### config.mk
export PLATFORM = sky130hd
export DESIGN_NAME = spi_slave_event_irq_regs
export DESIGN_NICKNAME = d
export VERILOG_FILES = /design/src/hw/spis_evt_pkg.sv /design/src/hw/axil_reg_port.sv /design/src/hw/spi_slave_event_irq_regs.sv
export SDC_FILE = /design/constraint.sdc
export NUM_CORES = 1
export LEC_CHECK = 0
export CORE_UTILIZATION = 45
export DETAILED_ROUTE_END_ITERATION = 12
export DONT_BUFFER_PORTS = 1
export MAX_ROUTING_LAYER = met4
export PLACE_DENSITY_LB_ADDON = 0.25
export SKIP_LAST_GASP = 1
export SLEW_MARGIN = 0
export SYNTH_ARGS = -nofsm -noshare
export SYNTH_HDL_FRONTEND = slang
export SYNTH_SLANG_ARGS = --single-unit
### constraint.sdc
create_clock -name core_clk -period 2.58 [get_ports core_clk]
set_input_delay 0.258 -clock core_clk [delete_from_list [all_inputs] [get_ports core_clk]]
set_output_delay 0.258 -clock core_clk [all_outputs]
set_load 0.05 [all_outputs]
### src/hw/spis_evt_pkg.sv
// Shared constants for the SPI slave event, shortcut and interrupt-enable register bank.
// Assumes a 32-bit AXI4-Lite register bus with a 12-bit byte address and one clock.
package spis_evt_pkg;

	// ------------------------------------------------------------
	// Bus geometry and answers
	// ------------------------------------------------------------
	localparam int ADDR_W = 12;
	localparam int DATA_W = 32;
	localparam logic [1:0] RESP_OKAY = 2'h0;
	localparam logic [1:0] RESP_SLVERR = 2'h2;

	// ------------------------------------------------------------
	// Register offsets (byte addresses)
	// ------------------------------------------------------------
	localparam logic [11:0] OFS_SEMAPHORE_RELEASE_TASK = 12'h028;
	localparam logic [11:0] OFS_TRANSACTION_END_EVENT = 12'h104;
	localparam logic [11:0] OFS_RX_BUFFER_END_EVENT = 12'h110;
	localparam logic [11:0] OFS_SEMAPHORE_ACQUIRED_EVENT = 12'h128;
	localparam logic [11:0] OFS_EVENT_TASK_SHORTCUTS = 12'h200;
	localparam logic [11:0] OFS_IRQ_ENABLE_SET = 12'h304;
	localparam logic [11:0] OFS_IRQ_ENABLE_CLEAR = 12'h308;

	// ------------------------------------------------------------
	// Field positions and values
	// ------------------------------------------------------------
	localparam int NUM_EVENTS = 3;
	localparam int EVENT_BIT = 0;
	localparam int TASK_TRIGGER_BIT = 0;
	localparam int SHORT_END_ACQUIRE_BIT = 0;
	localparam int IRQ_END_BIT = 0;
	localparam int IRQ_RX_BUFFER_END_BIT = 1;
	localparam int IRQ_ACQUIRED_BIT = 2;
	localparam logic TASK_TRIGGER = 1'h1;

	// ------------------------------------------------------------
	// Reset values
	// ------------------------------------------------------------
	localparam logic [31:0] RST_WORD = 32'h0000_0000;
	localparam logic [2:0] RST_EVENTS = 3'h0;
	localparam logic [2:0] RST_IRQ_ENABLE = 3'h0;
	localparam logic RST_SHORTCUT = 1'h0;

	// ------------------------------------------------------------
	// Write channel states of the bus slave, one-hot
	// ------------------------------------------------------------
	typedef enum logic [3:0] {
		WR_IDLE = 4'h1,
		WR_HAVE_ADDR = 4'h2,
		WR_HAVE_DATA = 4'h4,
		WR_RESP = 4'h8
	} wr_state_e;

	// True for every offset that holds a register
	function automatic logic reg_mapped(input logic [11:0] addr);
		reg_mapped = (addr == OFS_SEMAPHORE_RELEASE_TASK) ||
			(addr == OFS_TRANSACTION_END_EVENT) ||
			(addr == OFS_RX_BUFFER_END_EVENT) ||
			(addr == OFS_SEMAPHORE_ACQUIRED_EVENT) ||
			(addr == OFS_EVENT_TASK_SHORTCUTS) ||
			(addr == OFS_IRQ_ENABLE_SET) ||
			(addr == OFS_IRQ_ENABLE_CLEAR);
	endfunction

endpackage

### src/hw/axil_reg_port.sv
// AXI4-Lite slave front end: turns bus writes into a one-cycle write pulse and
// answers reads from a combinational read mux supplied by the register bank.
// Assumes one clock, active-low asynchronous reset, one write and one read at a time.
module axil_reg_port (
	input wire logic core_clk,
	input wire logic resetn,
	input wire logic [11:0] awaddr,
	input wire logic awvalid,
	output logic awready,
	input wire logic [31:0] wdata,
	input wire logic [3:0] wstrb,
	input wire logic wvalid,
	output logic wready,
	output logic [1:0] bresp,
	output logic bvalid,
	input wire logic bready,
	input wire logic [11:0] araddr,
	input wire logic arvalid,
	output logic arready,
	output logic [31:0] rdata,
	output logic [1:0] rresp,
	output logic rvalid,
	input wire logic rready,
	output logic wrPulse,
	output logic [11:0] wrAddr,
	output logic [31:0] wrData,
	output logic [3:0] wrStrb,
	input wire logic [31:0] rdData
);

	// ------------------------------------------------------------
	// Write channel
	// ------------------------------------------------------------
	spis_evt_pkg::wr_state_e wrState; // Which halves of a write are held
	spis_evt_pkg::wr_state_e next_wrState;
	logic [11:0] next_wrAddr;
	logic [31:0] next_wrData;
	logic [3:0] next_wrStrb;
	logic next_wrPulse;
	logic next_bvalid;
	logic [1:0] next_bresp;
	logic awTake; // Address beat accepted this edge
	logic wTake; // Data beat accepted this edge

	// Ready only for a half not yet held; nothing taken while a response waits
	assign awready = (wrState == spis_evt_pkg::WR_IDLE) || (wrState == spis_evt_pkg::WR_HAVE_DATA);
	assign wready = (wrState == spis_evt_pkg::WR_IDLE) || (wrState == spis_evt_pkg::WR_HAVE_ADDR);
	assign awTake = awvalid && awready;
	assign wTake = wvalid && wready;

	// Next write state; the pulse and the response are raised together
	always_comb begin
		logic [11:0] respAddr;
		respAddr = wrAddr;
		next_wrState = wrState;
		next_wrAddr = wrAddr;
		next_wrData = wrData;
		next_wrStrb = wrStrb;
		next_wrPulse = 1'h0;
		next_bvalid = bvalid;
		next_bresp = bresp;
		if (awTake) begin
			next_wrAddr = awaddr;
			respAddr = awaddr;
		end
		if (wTake) begin
			next_wrData = wdata;
			next_wrStrb = wstrb;
		end
		case (wrState)
			spis_evt_pkg::WR_IDLE: begin
				if (awTake && wTake) begin
					next_wrState = spis_evt_pkg::WR_RESP;
				end else if (awTake) begin
					next_wrState = spis_evt_pkg::WR_HAVE_ADDR;
				end else if (wTake) begin
					next_wrState = spis_evt_pkg::WR_HAVE_DATA;
				end
			end
			spis_evt_pkg::WR_HAVE_ADDR: begin
				if (wTake) begin
					next_wrState = spis_evt_pkg::WR_RESP;
				end
			end
			spis_evt_pkg::WR_HAVE_DATA: begin
				if (awTake) begin
					next_wrState = spis_evt_pkg::WR_RESP;
				end
			end
			spis_evt_pkg::WR_RESP: begin
				// Response leaves once the master takes it
				if (bready) begin
					next_bvalid = 1'h0;
					next_wrState = spis_evt_pkg::WR_IDLE;
				end
			end
			default: begin
				next_wrState = spis_evt_pkg::WR_IDLE;
			end
		endcase
		// Entering the response state performs the write exactly once
		if (wrState != spis_evt_pkg::WR_RESP && next_wrState == spis_evt_pkg::WR_RESP) begin
			next_wrPulse = 1'h1;
			next_bvalid = 1'h1;
			next_bresp = spis_evt_pkg::reg_mapped(respAddr) ?
				spis_evt_pkg::RESP_OKAY : spis_evt_pkg::RESP_SLVERR;
		end
	end

	// Write channel registers
	always_ff @(posedge core_clk or negedge resetn) begin
		if (!resetn) begin
			wrState <= spis_evt_pkg::WR_IDLE;
			wrAddr <= 12'h000;
			wrData <= spis_evt_pkg::RST_WORD;
			wrStrb <= 4'h0;
			wrPulse <= 1'h0;
			bvalid <= 1'h0;
			bresp <= spis_evt_pkg::RESP_OKAY;
		end else begin
			wrState <= next_wrState;
			wrAddr <= next_wrAddr;
			wrData <= next_wrData;
			wrStrb <= next_wrStrb;
			wrPulse <= next_wrPulse;
			bvalid <= next_bvalid;
			bresp <= next_bresp;
		end
	end

	// ------------------------------------------------------------
	// Read channel
	// ------------------------------------------------------------
	logic next_rvalid;
	logic [31:0] next_rdata;
	logic [1:0] next_rresp;

	// One read at a time: a new address waits until the data is taken
	assign arready = !rvalid;

	// Capture the mux at the address edge; reads have no side effects
	always_comb begin
		next_rvalid = rvalid;
		next_rdata = rdata;
		next_rresp = rresp;
		if (arvalid && arready) begin
			next_rvalid = 1'h1;
			next_rdata = rdData;
			next_rresp = spis_evt_pkg::reg_mapped(araddr) ?
				spis_evt_pkg::RESP_OKAY : spis_evt_pkg::RESP_SLVERR;
		end else if (rvalid && rready) begin
			next_rvalid = 1'h0;
		end
	end

	// Read channel registers
	always_ff @(posedge core_clk or negedge resetn) begin
		if (!resetn) begin
			rvalid <= 1'h0;
			rdata <= spis_evt_pkg::RST_WORD;
			rresp <= spis_evt_pkg::RESP_OKAY;
		end else begin
			rvalid <= next_rvalid;
			rdata <= next_rdata;
			rresp <= next_rresp;
		end
	end

endmodule

### src/hw/spi_slave_event_irq_regs.sv
// Event, shortcut, task and interrupt-enable registers of an SPI slave that
// shares its buffers with the processor through a semaphore.
// Assumes the semaphore arbiter and the serial engine run on core_clk and give
// one-cycle event pulses; software reaches the bank over AXI4-Lite.

module spi_slave_event_irq_regs (
	input wire logic core_clk,
	input wire logic resetn,
	input wire logic [11:0] awaddr,
	input wire logic awvalid,
	output logic awready,
	input wire logic [31:0] wdata,
	input wire logic [3:0] wstrb,
	input wire logic wvalid,
	output logic wready,
	output logic [1:0] bresp,
	output logic bvalid,
	input wire logic bready,
	input wire logic [11:0] araddr,
	input wire logic arvalid,
	output logic arready,
	output logic [31:0] rdata,
	output logic [1:0] rresp,
	output logic rvalid,
	input wire logic rready,
	input wire logic transactionEnd,
	input wire logic rxBufferEnd,
	input wire logic semaphoreGranted,
	output logic releaseTask,
	output logic acquireTask,
	output logic irq
);

	// ------------------------------------------------------------
	// Bus front end
	// ------------------------------------------------------------
	logic wrPulse; // One cycle per completed bus write
	logic [11:0] wrAddr;
	logic [31:0] wrData;
	logic [3:0] wrStrb;
	logic [31:0] rdData; // Combinational read mux for araddr

	axil_reg_port busPort (
		.core_clk(core_clk),
		.resetn(resetn),
		.awaddr(awaddr),
		.awvalid(awvalid),
		.awready(awready),
		.wdata(wdata),
		.wstrb(wstrb),
		.wvalid(wvalid),
		.wready(wready),
		.bresp(bresp),
		.bvalid(bvalid),
		.bready(bready),
		.araddr(araddr),
		.arvalid(arvalid),
		.arready(arready),
		.rdata(rdata),
		.rresp(rresp),
		.rvalid(rvalid),
		.rready(rready),
		.wrPulse(wrPulse),
		.wrAddr(wrAddr),
		.wrData(wrData),
		.wrStrb(wrStrb),
		.rdData(rdData)
	);

	// ------------------------------------------------------------
	// Register state
	// ------------------------------------------------------------
	logic [2:0] evt; // Event bits: end, rx buffer end, acquired
	logic [2:0] next_evt;
	logic [2:0] irqEn; // Interrupt enables, same layout as evt
	logic [2:0] next_irqEn;
	logic shortcut; // End-to-acquire shortcut
	logic next_shortcut;
	logic next_releaseTask;
	logic next_acquireTask;
	logic next_irq;
	logic [2:0] hwEvt; // Event pulses from the engine, by bit
	logic byte0Wr; // Write reaches the byte holding every field

	// Event offsets in bit order
	localparam logic [11:0] EVT_OFS [3] = '{
		spis_evt_pkg::OFS_TRANSACTION_END_EVENT,
		spis_evt_pkg::OFS_RX_BUFFER_END_EVENT,
		spis_evt_pkg::OFS_SEMAPHORE_ACQUIRED_EVENT
	};

	// ------------------------------------------------------------
	// Event bits
	// ------------------------------------------------------------
	// Engine pulses already run on core_clk, so they need no synchroniser
	assign hwEvt[spis_evt_pkg::IRQ_END_BIT] = transactionEnd;
	assign hwEvt[spis_evt_pkg::IRQ_RX_BUFFER_END_BIT] = rxBufferEnd;
	assign hwEvt[spis_evt_pkg::IRQ_ACQUIRED_BIT] = semaphoreGranted;
	// Every field sits in byte 0; a write with that lane off changes nothing
	assign byte0Wr = wrPulse && wrStrb[0];

	// Per event: hardware set wins over a software write in the same cycle,
	// so an event that lands while software clears it is never lost
	for (genvar i = 0; i < spis_evt_pkg::NUM_EVENTS; i++) begin : gEvt
		assign next_evt[i] = hwEvt[i] ||
			((byte0Wr && wrAddr == EVT_OFS[i]) ? wrData[spis_evt_pkg::EVENT_BIT] : evt[i]);
	end

	// ------------------------------------------------------------
	// Enables, shortcut and tasks
	// ------------------------------------------------------------
	// Enables, shortcut, task pulses and the interrupt level
	always_comb begin
		logic [2:0] setMask;
		logic [2:0] clrMask;
		setMask = 3'h0;
		clrMask = 3'h0;
		if (byte0Wr && wrAddr == spis_evt_pkg::OFS_IRQ_ENABLE_SET) begin
			setMask = wrData[2:0];
		end
		if (byte0Wr && wrAddr == spis_evt_pkg::OFS_IRQ_ENABLE_CLEAR) begin
			clrMask = wrData[2:0];
		end
		// Set and clear are separate offsets, so one write never does both
		next_irqEn = (irqEn | setMask) & ~clrMask;
		if (byte0Wr && wrAddr == spis_evt_pkg::OFS_EVENT_TASK_SHORTCUTS) begin
			next_shortcut = wrData[spis_evt_pkg::SHORT_END_ACQUIRE_BIT];
		end else begin
			next_shortcut = shortcut;
		end
		// Release is a write-only trigger; writing zero does nothing
		next_releaseTask = byte0Wr && wrAddr == spis_evt_pkg::OFS_SEMAPHORE_RELEASE_TASK &&
			wrData[spis_evt_pkg::TASK_TRIGGER_BIT] == spis_evt_pkg::TASK_TRIGGER;
		// Uses the shortcut as it stood when the end pulse arrived
		next_acquireTask = transactionEnd && shortcut;
		// Registered from next values so irq tracks evt and irqEn with no lag
		next_irq = |(next_evt & next_irqEn);
	end

	// Register bank flops
	always_ff @(posedge core_clk or negedge resetn) begin
		if (!resetn) begin
			// Every bit clears: no event, no enable, shortcut off
			evt <= spis_evt_pkg::RST_EVENTS;
			irqEn <= spis_evt_pkg::RST_IRQ_ENABLE;
			shortcut <= spis_evt_pkg::RST_SHORTCUT;
			releaseTask <= 1'h0;
			acquireTask <= 1'h0;
			irq <= 1'h0;
		end else begin
			// Plain registering; every decision lives in the event loop and the process above
			evt <= next_evt;
			irqEn <= next_irqEn;
			shortcut <= next_shortcut;
			releaseTask <= next_releaseTask;
			acquireTask <= next_acquireTask;
			irq <= next_irq;
		end
	end

	// ------------------------------------------------------------
	// Read mux
	// ------------------------------------------------------------
	// Unused bits and the write-only task read as zero
	always_comb begin
		rdData = spis_evt_pkg::RST_WORD;
		case (araddr)
			// Event bits read back in bit 0
			spis_evt_pkg::OFS_TRANSACTION_END_EVENT: begin
				rdData[spis_evt_pkg::EVENT_BIT] = evt[spis_evt_pkg::IRQ_END_BIT];
			end
			spis_evt_pkg::OFS_RX_BUFFER_END_EVENT: begin
				rdData[spis_evt_pkg::EVENT_BIT] = evt[spis_evt_pkg::IRQ_RX_BUFFER_END_BIT];
			end
			spis_evt_pkg::OFS_SEMAPHORE_ACQUIRED_EVENT: begin
				rdData[spis_evt_pkg::EVENT_BIT] = evt[spis_evt_pkg::IRQ_ACQUIRED_BIT];
			end
			spis_evt_pkg::OFS_EVENT_TASK_SHORTCUTS: begin
				rdData[spis_evt_pkg::SHORT_END_ACQUIRE_BIT] = shortcut;
			end
			spis_evt_pkg::OFS_IRQ_ENABLE_SET, spis_evt_pkg::OFS_IRQ_ENABLE_CLEAR: begin
				rdData[2:0] = irqEn;
			end
			default: begin
				rdData = spis_evt_pkg::RST_WORD;
			end
		endcase
	end
endmodule

## Yosys cells after proc, flatten, opt, wreduce, memory -nomap -nowiden

Cells that the tools add are included.

| operators by class | value |
|---|---|
| add/sub/neg operators | 0 |
| multiplexer cells | 23 |
| equal/unequal tests | 27 |
| div/mod/pow operators | 0 |
| reductions and logical operators | 40 |
| shift-type cells | 0 |
| multiply operators | 0 |
| magnitude comparators | 0 |
| bitwise operators | 4 |

Operators with widths:

| operator | number |
|---|---|
| $eq A12 B10 Y1 const B | 9 |
| $eq A12 B9 Y1 const B | 9 |
| $eq A12 B6 Y1 const B | 3 |
| $mux W4 | 6 |
| $logic_or A1 B1 Y1 | 17 |
| $logic_and A1 B1 Y1 | 16 |
| $pmux W4 S4 | 1 |
| $mux W12 | 1 |
| $mux W1 | 9 |
| $eq A4 B4 Y1 const B | 2 |
| $and A3 B3 Y3 | 2 |
| $mux W2 | 3 |
| $mux W3 | 2 |
| $reduce_bool A2 Y1 | 3 |
| $pmux W1 S5 | 1 |
| $eq A4 B1 Y1 const B | 1 |
| $eq A4 B2 Y1 const B | 1 |
| $eq A4 B3 Y1 const B | 1 |
| $ne A4 B4 Y1 const B | 1 |
| $not A3 Y3 | 1 |
| $or A3 B3 Y3 | 1 |
| $reduce_or A3 Y1 | 1 |
| $reduce_and A2 Y1 | 1 |
| $reduce_or A2 Y1 | 1 |
| $logic_not A1 Y1 | 1 |

| storage, ports and cells | value |
|---|---|
| latch bits | 0 |
| RAM bits | 0 |
| memories | 0 |
| logic and storage cells | 110 |
| bits in registers | 40 |
| bits in read-only memories | 0 |

## Longest topological paths before layout

Gate-level depths: netlist (run 1).

| logic depth | value |
|---|---|
| word-level depth | 12 |
| depth in mapped cells | 7 |
| depth with buffers taken out | 5 |

## By module

A second synthesis (run 1) with hierarchy kept.

| second synthesis, totals | value |
|---|---|
| cell total of the unflattened synthesis | 327 |
| area, all modules | 4380.5 µm² |

Modules (own cells, without submodules):

| module | area an instance (µm²) | cells an instance | times used |
|---|---|---|---|
| axil_reg_port | 3691.0 | 259 | 1 |
| spi_slave_event_irq_regs | 689.4 | 68 | 1 |

## Worst setup path before layout (run 1)

OpenSTA, ideal clock, no wires.

| timing path | value |
|---|---|
| kind | reg-to-reg |
| start | register busPort.wrState[0] |
| end | register busPort.wrData[0] |
| stages on the path, launching flop included | 6 |
| required time | 2455 ps |
| path slack | -16 ps |
| data arrival time | 2471 ps |
| clock period less this slack | 2596 ps |
| path buffers | 1 |
| cells stage by stage | dfstp_2 > buf_2 > xnor2_1 > nor3_1 > nand2_1 > mux2_2 |

| between the ends | value |
|---|---|
| cells in the longest elaborated chain, start to end | 3 |
| elaborated cells between the ends (all ways) | 4 |
| classes of those cells | eq/ne (2); reduce/logical (2) |

RTL lines:

| element | line | source |
|---|---|---|
| from (decl) | axil_reg_port.sv:34 | `spis_evt_pkg::wr_state_e wrState;` |
| from (signal assigned) | axil_reg_port.sv:113 | `wrState <= spis_evt_pkg::WR_IDLE;` |
| from (signal assigned) | axil_reg_port.sv:121 | `wrState <= next_wrState;` |
| $eq A4 B1 Y1 or $eq A4 B2 Y1 (tied branches) | axil_reg_port.sv:47 | `assign wready = (wrState == spis_evt_pkg::WR_IDLE) \|\| (wrState == spis_evt_pkg::WR_HAVE_ADDR);` |
| $logic_or A1 B1 Y1 (*) | axil_reg_port.sv:47 |  |
| named net wready | spi_slave_event_irq_regs.sv:15 | `output logic wready,` |
| $logic_and A1 B1 Y1 (*) | axil_reg_port.sv:49 | `assign wTake = wvalid && wready;` |
| to (signal assigned) | axil_reg_port.sv:115 | `wrData <= spis_evt_pkg::RST_WORD;` |
| to (signal assigned) | axil_reg_port.sv:123 | `wrData <= next_wrData;` |
| to (decl) | axil_reg_port.sv:26 | `output logic [31:0] wrData,` |

The timed path passes the listed nets; every way through them passes the cells marked *.
A chain may end at the register's enable or synchronous reset.

## Final worst setup path (run 1)

| timing path | value |
|---|---|
| start | register busPort.wrAddr[4] |
| end | register irq |

| between the ends | value |
|---|---|
| elaborated cells between the ends (all ways) | 23 |
| classes of those cells | eq/ne (5); mux (5); bitwise (4); reduce/logical (9) |

RTL lines:

| element | line | source |
|---|---|---|
| from (decl) | axil_reg_port.sv:25 | `output logic [11:0] wrAddr,` |
| from (signal assigned) | axil_reg_port.sv:122 | `wrAddr <= next_wrAddr;` |
| $eq A12 B9 Y1 | spi_slave_event_irq_regs.sv:106 | `((byte0Wr && wrAddr == EVT_OFS[i]) ? wrData[spis_evt_pkg::EVENT_BIT] : evt[i]);` |
| $logic_and A1 B1 Y1 | spi_slave_event_irq_regs.sv:106 |  |
| $mux W1 | spi_slave_event_irq_regs.sv:106 |  |
| $logic_or A1 B1 Y1 | spi_slave_event_irq_regs.sv:105 | `assign next_evt[i] = hwEvt[i] \|\|` |
| named net next_evt[0] | spi_slave_event_irq_regs.sv:74 | `logic [2:0] next_evt;` |
| $and A3 B3 Y3 | spi_slave_event_irq_regs.sv:137 | `next_irq = \|(next_evt & next_irqEn);` |
| $reduce_or A3 Y1 | spi_slave_event_irq_regs.sv:137 |  |
| named net next_irq | spi_slave_event_irq_regs.sv:81 | `logic next_irq;` |
| to (signal assigned) | spi_slave_event_irq_regs.sv:157 | `irq <= next_irq;` |
| to (decl) | spi_slave_event_irq_regs.sv:31 | `output logic irq` |

The timed path passes the listed nets, and every way through them passes these cells.

==> results of run 1 <==
==> stage by stage <==
stage / instances / hold WS (ps) / power (mW)
after global routing: 307 / 24.2 / 2.58
after detailed placement: 297 / -36.6 / 1.98
after floorplan: 266 / -37.6 / 1.85
after CTS: 307 / 24.1 / 2.42
after global placement: 297 / -36.5 / 1.96
final: 307 / 36.4 / 2.41
==> repair_timing <==
item,4_1_cts,5_1_grt
setup endpoints to repair,0,0
hold buffers,2,0
buffers inserted,0,0
endpoints found under the hold margin,38,0
==> cells by family (layout without fill, tap and decap cells) <==
group | Yosys count | after routing | share of synthesized area, %
flip-flops | 38 | 38 | 41.1
multiplexers | 16 | 16 | 7.72
AND/OR/NAND/NOR | 84 | 84 | 22.6
other | 1 | 31 | 0.162
buffers and inverters | 48 | 22 | 13.1
XOR/XNOR | 1 | 1 | 0.378
AO/OA/AOI/OAI | 48 | 48 | 15.0
==> power by group <==
group | internal, mW | switching, mW
logic | 0.363 | 0.460
clock network | 0.215 | 0.205
registers | 0.780 | 0.386
total | 1.36 | 1.05
==> worst paths after layout <==
check,start,end,slack (ps),cells past startpoint
max,busPort.wrAddr[4],irq,660,4
min,wvalid,busPort.wrState[1],40,1
max reg2reg,busPort.wrAddr[4],irq,660,4
min reg2reg,busPort.wrData[1],busPort.wrData[1],500,1
max in group asynchronous,resetn,busPort.wrState[0],1900,2
min in group asynchronous,resetn,busPort.wrAddr[6],410,2
==> layout make-up <==
| cell class | count | area (µm²) |
|---|---|---|
| Multi-Input combinational cell | 180 | 1180 |
| Tap cell | 67 | 83.8 |
| Clock inverter | 2 | 12.5 |
| Fill cell | 464 | 2450 |
| Timing Repair Buffer | 5 | 52.6 |
| Sequential cell | 38 | 952 |
| Inverter | 9 | 33.8 |
| Clock buffer | 6 | 82.6 |
==> cells in the final DEF, fill, tap and decap left out, types with 2 or more instances in the layout <==
cell       count
a41oi_1        3
a22oi_1        2
o41ai_1        3
nor4b_1        2
nand4b_1       3
clkbuf_8       6
nor2_1        12
dfrtp_1       37
nor4b_2        3
nand2_1       18
a21oi_1        6
o31ai_1        3
mux2_2        15
and2_1         2
nand2b_1       6
nand3b_1       5
nor3b_1        3
inv_1          9
nor2b_1        6
a2111oi_0      3
nor3_1         5
a211o_1        2
o21ai_0       12
nor4_1         4
nand4_1        4
conb_1        31
a31oi_1        3
buf_4          3
==> sequential cells by signal, indices dropped and copies added (netlist names), 3 cells and up <==
signal and flops:
busPort.wrData 3, irqEn 3, busPort.wrAddr 12, evt 3
busPort.rdata 3, busPort.wrState 4
==> worst reg2reg max path: cells and delay by family, from the launching register on <==
kind / cells / cell delay [ps]
DFF: 1 / 480
AOI/OAI and AO/OA: 2 / 650
and+or+nand+nor: 2 / 670
==> synth_stat cells, types with 5 or more instances <==
cell      number
nor2_1        12
nand2b_1       6
buf_2          5
buf_4         31
mux2_2        15
nand3b_1       5
dfrtp_1       37
nor3_1         6
nor2b_1        6
o21ai_0       12
a21oi_1        6
inv_1          9
nand2_1       18
==> routing by layer <==
layer / up-vias / GRT usage (%)
met2: 61 / 26.8
li1: 817 / -
met5: - / -
met3: 4 / 6.58
met1: 799 / 22.9
met4: 0 / 5.13
==> impl_metrics.toml, run 1 <==
[outcome]
status = "completed"

[floorplan]
core_area_um2 = 4850
initial_core_util_pct = 47.8
die_h_um = 73.8
dieArea_um2 = 5440
die_w_um = 73.8
num_rows = 25
pin_count = 114

[finish]
layout.nets = 309
area_delta_synth_final_pct = 3.40
drive_gt1_share_pct = 17.1
fin_area_um2 = 2400
fin_util_pct = 49.4
insertedDiodeCount = 0

[clock_network]
cts_tree = "yes"
cts_resized = 0
insertion_delay_ps = 290
path_clk_slew_ps = 80
clockBufferDepth = 2
cts-root-buf = "clkbuf_8"
cts_inserted_buffers = 5
cts_sinks = 38
h-tree-depth = 2

[critical_path]
crit_path_end_kind = "register"
critPathKind = "reg2reg"
required_ps = 2750
worst-path-buf-inv = 0
startpoint_type = "register"
critical-path-max-stage-delay_ps = 490
critical_path.top_delay_family = "simple AND/OR/NAND/NOR gates"
crit_chain = "nor4_4, nand4_1, a211o_1, a221o_1"
cp.arrival_ps = 2090
cp_slowest_cell = "nor4_4"
crit_fanout = 8

[yosys]
yosysTopAreaCellShare_pct = 39.9
yosysWarnings = 0
yosysSeqAreaShare_pct = 41.1
synth.distinct_cells = 54
synth_flop_cell = "dfrtp_1"
synthCells = 236
synthArstFlopShare_pct = 100
synth_seq_cells = 38
synth_top_area_cell = "dfrtp_1"
synth_top_cells_by_area = "dfrtp_1, buf_4, mux2_2, nand2_1, o21ai_0"
synth_edf_count = 0
netlist_area_um2 = 2320
syn_avg_cell_area_um2 = 9.82

[global_route]
track_usage_pct = 18.0
grt_pass1_vias = 1574
grt_max_degree = 39
grt_overflow = 0
antenna_found_initial = 0
grt_pass1_wl_um = 7100

[drt]
wl_per_cell_um = 14.1
drtPass1Iterations = 4
wl_met3_um = 324
top_layer_used = "met4"
wl_um = 4310
wl_met2_um = 1980
drc_errors = 0
route.layer.met1.wl_um = 1980
drtAntennaViolNets = 0
drtIter0Drc = 55
via_per_inst = 5.48
via_count = 1681

[placed_design]
port_buffers = 0
place_hpwl_um = 3200
routabilityCongestion = 0.801
place_ws_ps = 620
place_area_um2 = 2270

[power]
power-per-cell-area_nw_per_um2 = 1010
power.leakage_nw = 0.969
ir_worst_vdd_mv = 0.592

[sta]
finalHoldViolations = 0
relSlewSlack_pct = 61.9
finalClockSkew_ps = 6.02
timing.final.crit_share_pct = 74.3
fin_ws_ps = 663
maxSlewViolCount = 0
max_freq_mhz = 522
layout_min_cycle_time_ps = 1920
finalSetupTns_ps = 0
rsz0062_at_grt = "false"
worstMarginPinSlew_ps = 557
setup_viol = 0

[job]
drv_cap = 0

[worst_hold_path]
hold_path_class = "in2reg"
Power figures use the tool's default switching activity.
==> run 2, diff against run 1 <==
--- a/config.mk
+++ b/config.mk
@@ -5,6 +5,7 @@
 export SDC_FILE = /design/constraint.sdc
 export NUM_CORES = 1
 export LEC_CHECK = 0
+export ABC_AREA = 1
 export CORE_UTILIZATION = 45
 export DETAILED_ROUTE_END_ITERATION = 12
 export DONT_BUFFER_PORTS = 1
==> constraint.sdc (replaced) <==
create_clock -name core_clk -period 1.9 [get_ports core_clk]
set_input_delay 0.19 -clock core_clk [delete_from_list [all_inputs] [get_ports core_clk]]
set_output_delay 0.19 -clock core_clk [all_outputs]
set_load 0.05 [all_outputs]
==> run 2 against run 1 <==
Against the previous run: hold slack got worse by 26 ps; final area grew 4.3%; wire length up 0.49%; final cell count grew 29%; register-to-register slack worse by 570 ps; power grew 56%; utilization increased by 2.5 points; area after synthesis shrank 1.1%; die area shrank 1.1%; highest routed layer unchanged.
==> impl_metrics.toml, run 2 <==
[outcome]
status = "completed"

[sta]
setup_viol = 0
maxSlewViolCount = 0
rsz0062_at_grt = "true"
timing.final.crit_share_pct = 95.0
layout_min_cycle_time_ps = 1800
finalClockSkew_ps = 1.82
finalSetupTns_ps = 0
finalHoldViolations = 0
max_freq_mhz = 554

[clock_network]
cts-root-buf = "clkbuf_8"
cts_tree = "yes"
clockBufferDepth = 2
h-tree-depth = 2
cts_inserted_buffers = 5
path_clk_slew_ps = 70
insertion_delay_ps = 290
cts_sinks = 38

[global_route]
grt_pass1_wl_um = 7050
grt_overflow = 0
grt_max_degree = 39
grt_pass1_vias = 1682
antenna_found_initial = 0
track_usage_pct = 17.7

[yosys]
synth_top_area_cell = "dfrtp_1"
synth_top_cells_by_area = "dfrtp_1, nand2_1, buf_4, inv_1, nand3_1"
netlist_area_um2 = 2290
synthTopCellsByCount = "nand2_1, inv_1, dfrtp_1, buf_4"
yosysSeqAreaShare_pct = 41.5
synth_flop_cell = "dfrtp_1"
synth_seq_cells = 38
synth.distinct_cells = 26
synthArstFlopShare_pct = 100
synth_edf_count = 0
syn_avg_cell_area_um2 = 7.32
synth.most_common_cell = "nand2_1"
synthCells = 313
yosysTopAreaCellShare_pct = 40.4
yosysWarnings = 0

[power]
combPwrFrac_pct = 48.0
swShare_pct = 46.9
ir_worst_vdd_mv = 1.08
power-per-cell-area_nw_per_um2 = 1500
clkPwrFrac_pct = 17.9
power.switching_mw = 1.76
fin_total_pwr_mw = 3.75
p_int_mw = 2.00
pwr-share-seq_pct = 34.1
power.leakage_nw = 1.31

[placed_design]
port_buffers = 0
routabilityCongestion = 0.914
place_hpwl_um = 3240

[floorplan]
die_h_um = 73.4
die_w_um = 73.4
dieArea_um2 = 5380
pin_count = 114
num_rows = 25
core_area_um2 = 4820
initial_core_util_pct = 47.6

[drt]
drtAntennaViolNets = 0
drtIter0Drc = 63
drtPass1Iterations = 4
via_per_inst = 4.63
drc_errors = 0
wl_per_cell_um = 11.0
via_count = 1830
wl_um = 4340

[critical_path]
critical_path.top_delay_family = "simple AND/OR/NAND/NOR gates"
crit_path_end_kind = "register"
cp.arrival_ps = 1990
crit_chain = "inv_1, nor2_2, nand2_2, nand2_8, buf_6, nand3_1, nand2_1, inv_1, a21oi_2, nand2_1, nand2_1, nand2_1, nor2_2, nor2_1"
startpoint_type = "register"
worst-path-buf-inv = 3
cp_common_cell = "nand2_1"
critPathKind = "reg2reg"
critical-path-max-stage-delay_ps = 540
required_ps = 2080
cp_slowest_cell = "dfstp_2"
crit_fanout = 7

[finish]
layout_commonest_cell = "nand2_1"
fin_util_pct = 51.9
reg.largest.list = "busPort.wrAddr (12), busPort.wrState (4)"
largest-register = "busPort.wrAddr"
area_delta_synth_final_pct = 9.12
drive_gt1_share_pct = 12.8
largest_reg_flops = 12
final_cell_mix = "nand2_1, inv_1, dfrtp_1"
insertedDiodeCount = 0
layout.nets = 397

[worst_hold_path]
hold_path_class = "in2reg"

[job]
drv_cap = 0
[run 2: metal layers]
metal  vias to the layer above  GRT usage (%)  share of wire [%]  routed length [µm]
li1                        957              -                  -                   -
met1                       809           22.1                 46                2000
met2                        56           28.6                 46                2010
met3                         8           3.70                6.0                 261
met4                         0           6.20                1.4                  59
met5                         -              -                  0                   0
[run 2: cells by family (layout without fill, tap and decap cells)]
| kind of cell | count (synthesis) | count (layout) | share of synthesized area, % |
|---|---|---|---|
| AO/OA/AOI/OAI | 28 | 28 | 6.82 |
| buffers and inverters | 80 | 64 | 18.7 |
| other | 1 | 31 | 0.164 |
| flip-flops | 38 | 38 | 41.5 |
| AND/OR/NAND/NOR | 165 | 166 | 32.3 |
| multiplexers | 1 | 1 | 0.491 |
[run 2: final timing paths]
| check | start | end | slack, ps | cells past startpoint |
|---|---|---|---|---|
| min reg2reg | shortcut | acquireTask | 470 | 2 |
| max reg2reg | busPort.wrState[0] | busPort.bresp[1] | 100 | 14 |
| min | transactionEnd | acquireTask | 10 | 2 |
| max | busPort.wrState[0] | busPort.bresp[1] | 100 | 14 |
| min in group asynchronous | resetn | acquireTask | 370 | 2 |
| max in group asynchronous | resetn | busPort.wrState[0] | 1270 | 2 |
[run 2: metrics by stage]
stage	worst slack, ps	instance area (µm²)	hold slack [ps]	std cells
finish	95.5	2500	10.4	395
floorplan	174	2400	-106	343
global placement	61.8	2270	-105	381
detailed placement	49.8	2270	-105	381
CTS	30.1	2430	5.46	393
global route	-88.6	2500	8.23	395
[run 2: timing repair]
action | in CTS | in global routing
gates resized for setup | 0 | 14
buffers inserted | 0 | 1
setup endpoints to repair | 0 | 2
hold buffers | 4 | 0
hold endpoints to repair | 40 | 0
[run 2: power groups by stage]
| stage | sequential (mW) | combinational, mW | clock [mW] |
|---|---|---|---|
| floorplan | 1.28 | 1.36 | 0 |
| global route | 1.32 | 2.02 | 0.730 |
| detailed placement | 1.29 | 1.59 | 0 |
| finish | 1.28 | 1.80 | 0.671 |
| global placement | 1.29 | 1.57 | 0 |
| CTS | 1.28 | 1.63 | 0.685 |
[run 2: final cells by class]
type / instances / area (µm²)
inverters: 45 / 169
clock inverters: 3 / 40.0
multi-input cells: 226 / 1080
repair buffers: 11 / 110
flip-flops and latches: 38 / 952
fillers: 507 / 2320
clock buffers: 5 / 68.8
well taps: 67 / 83.8
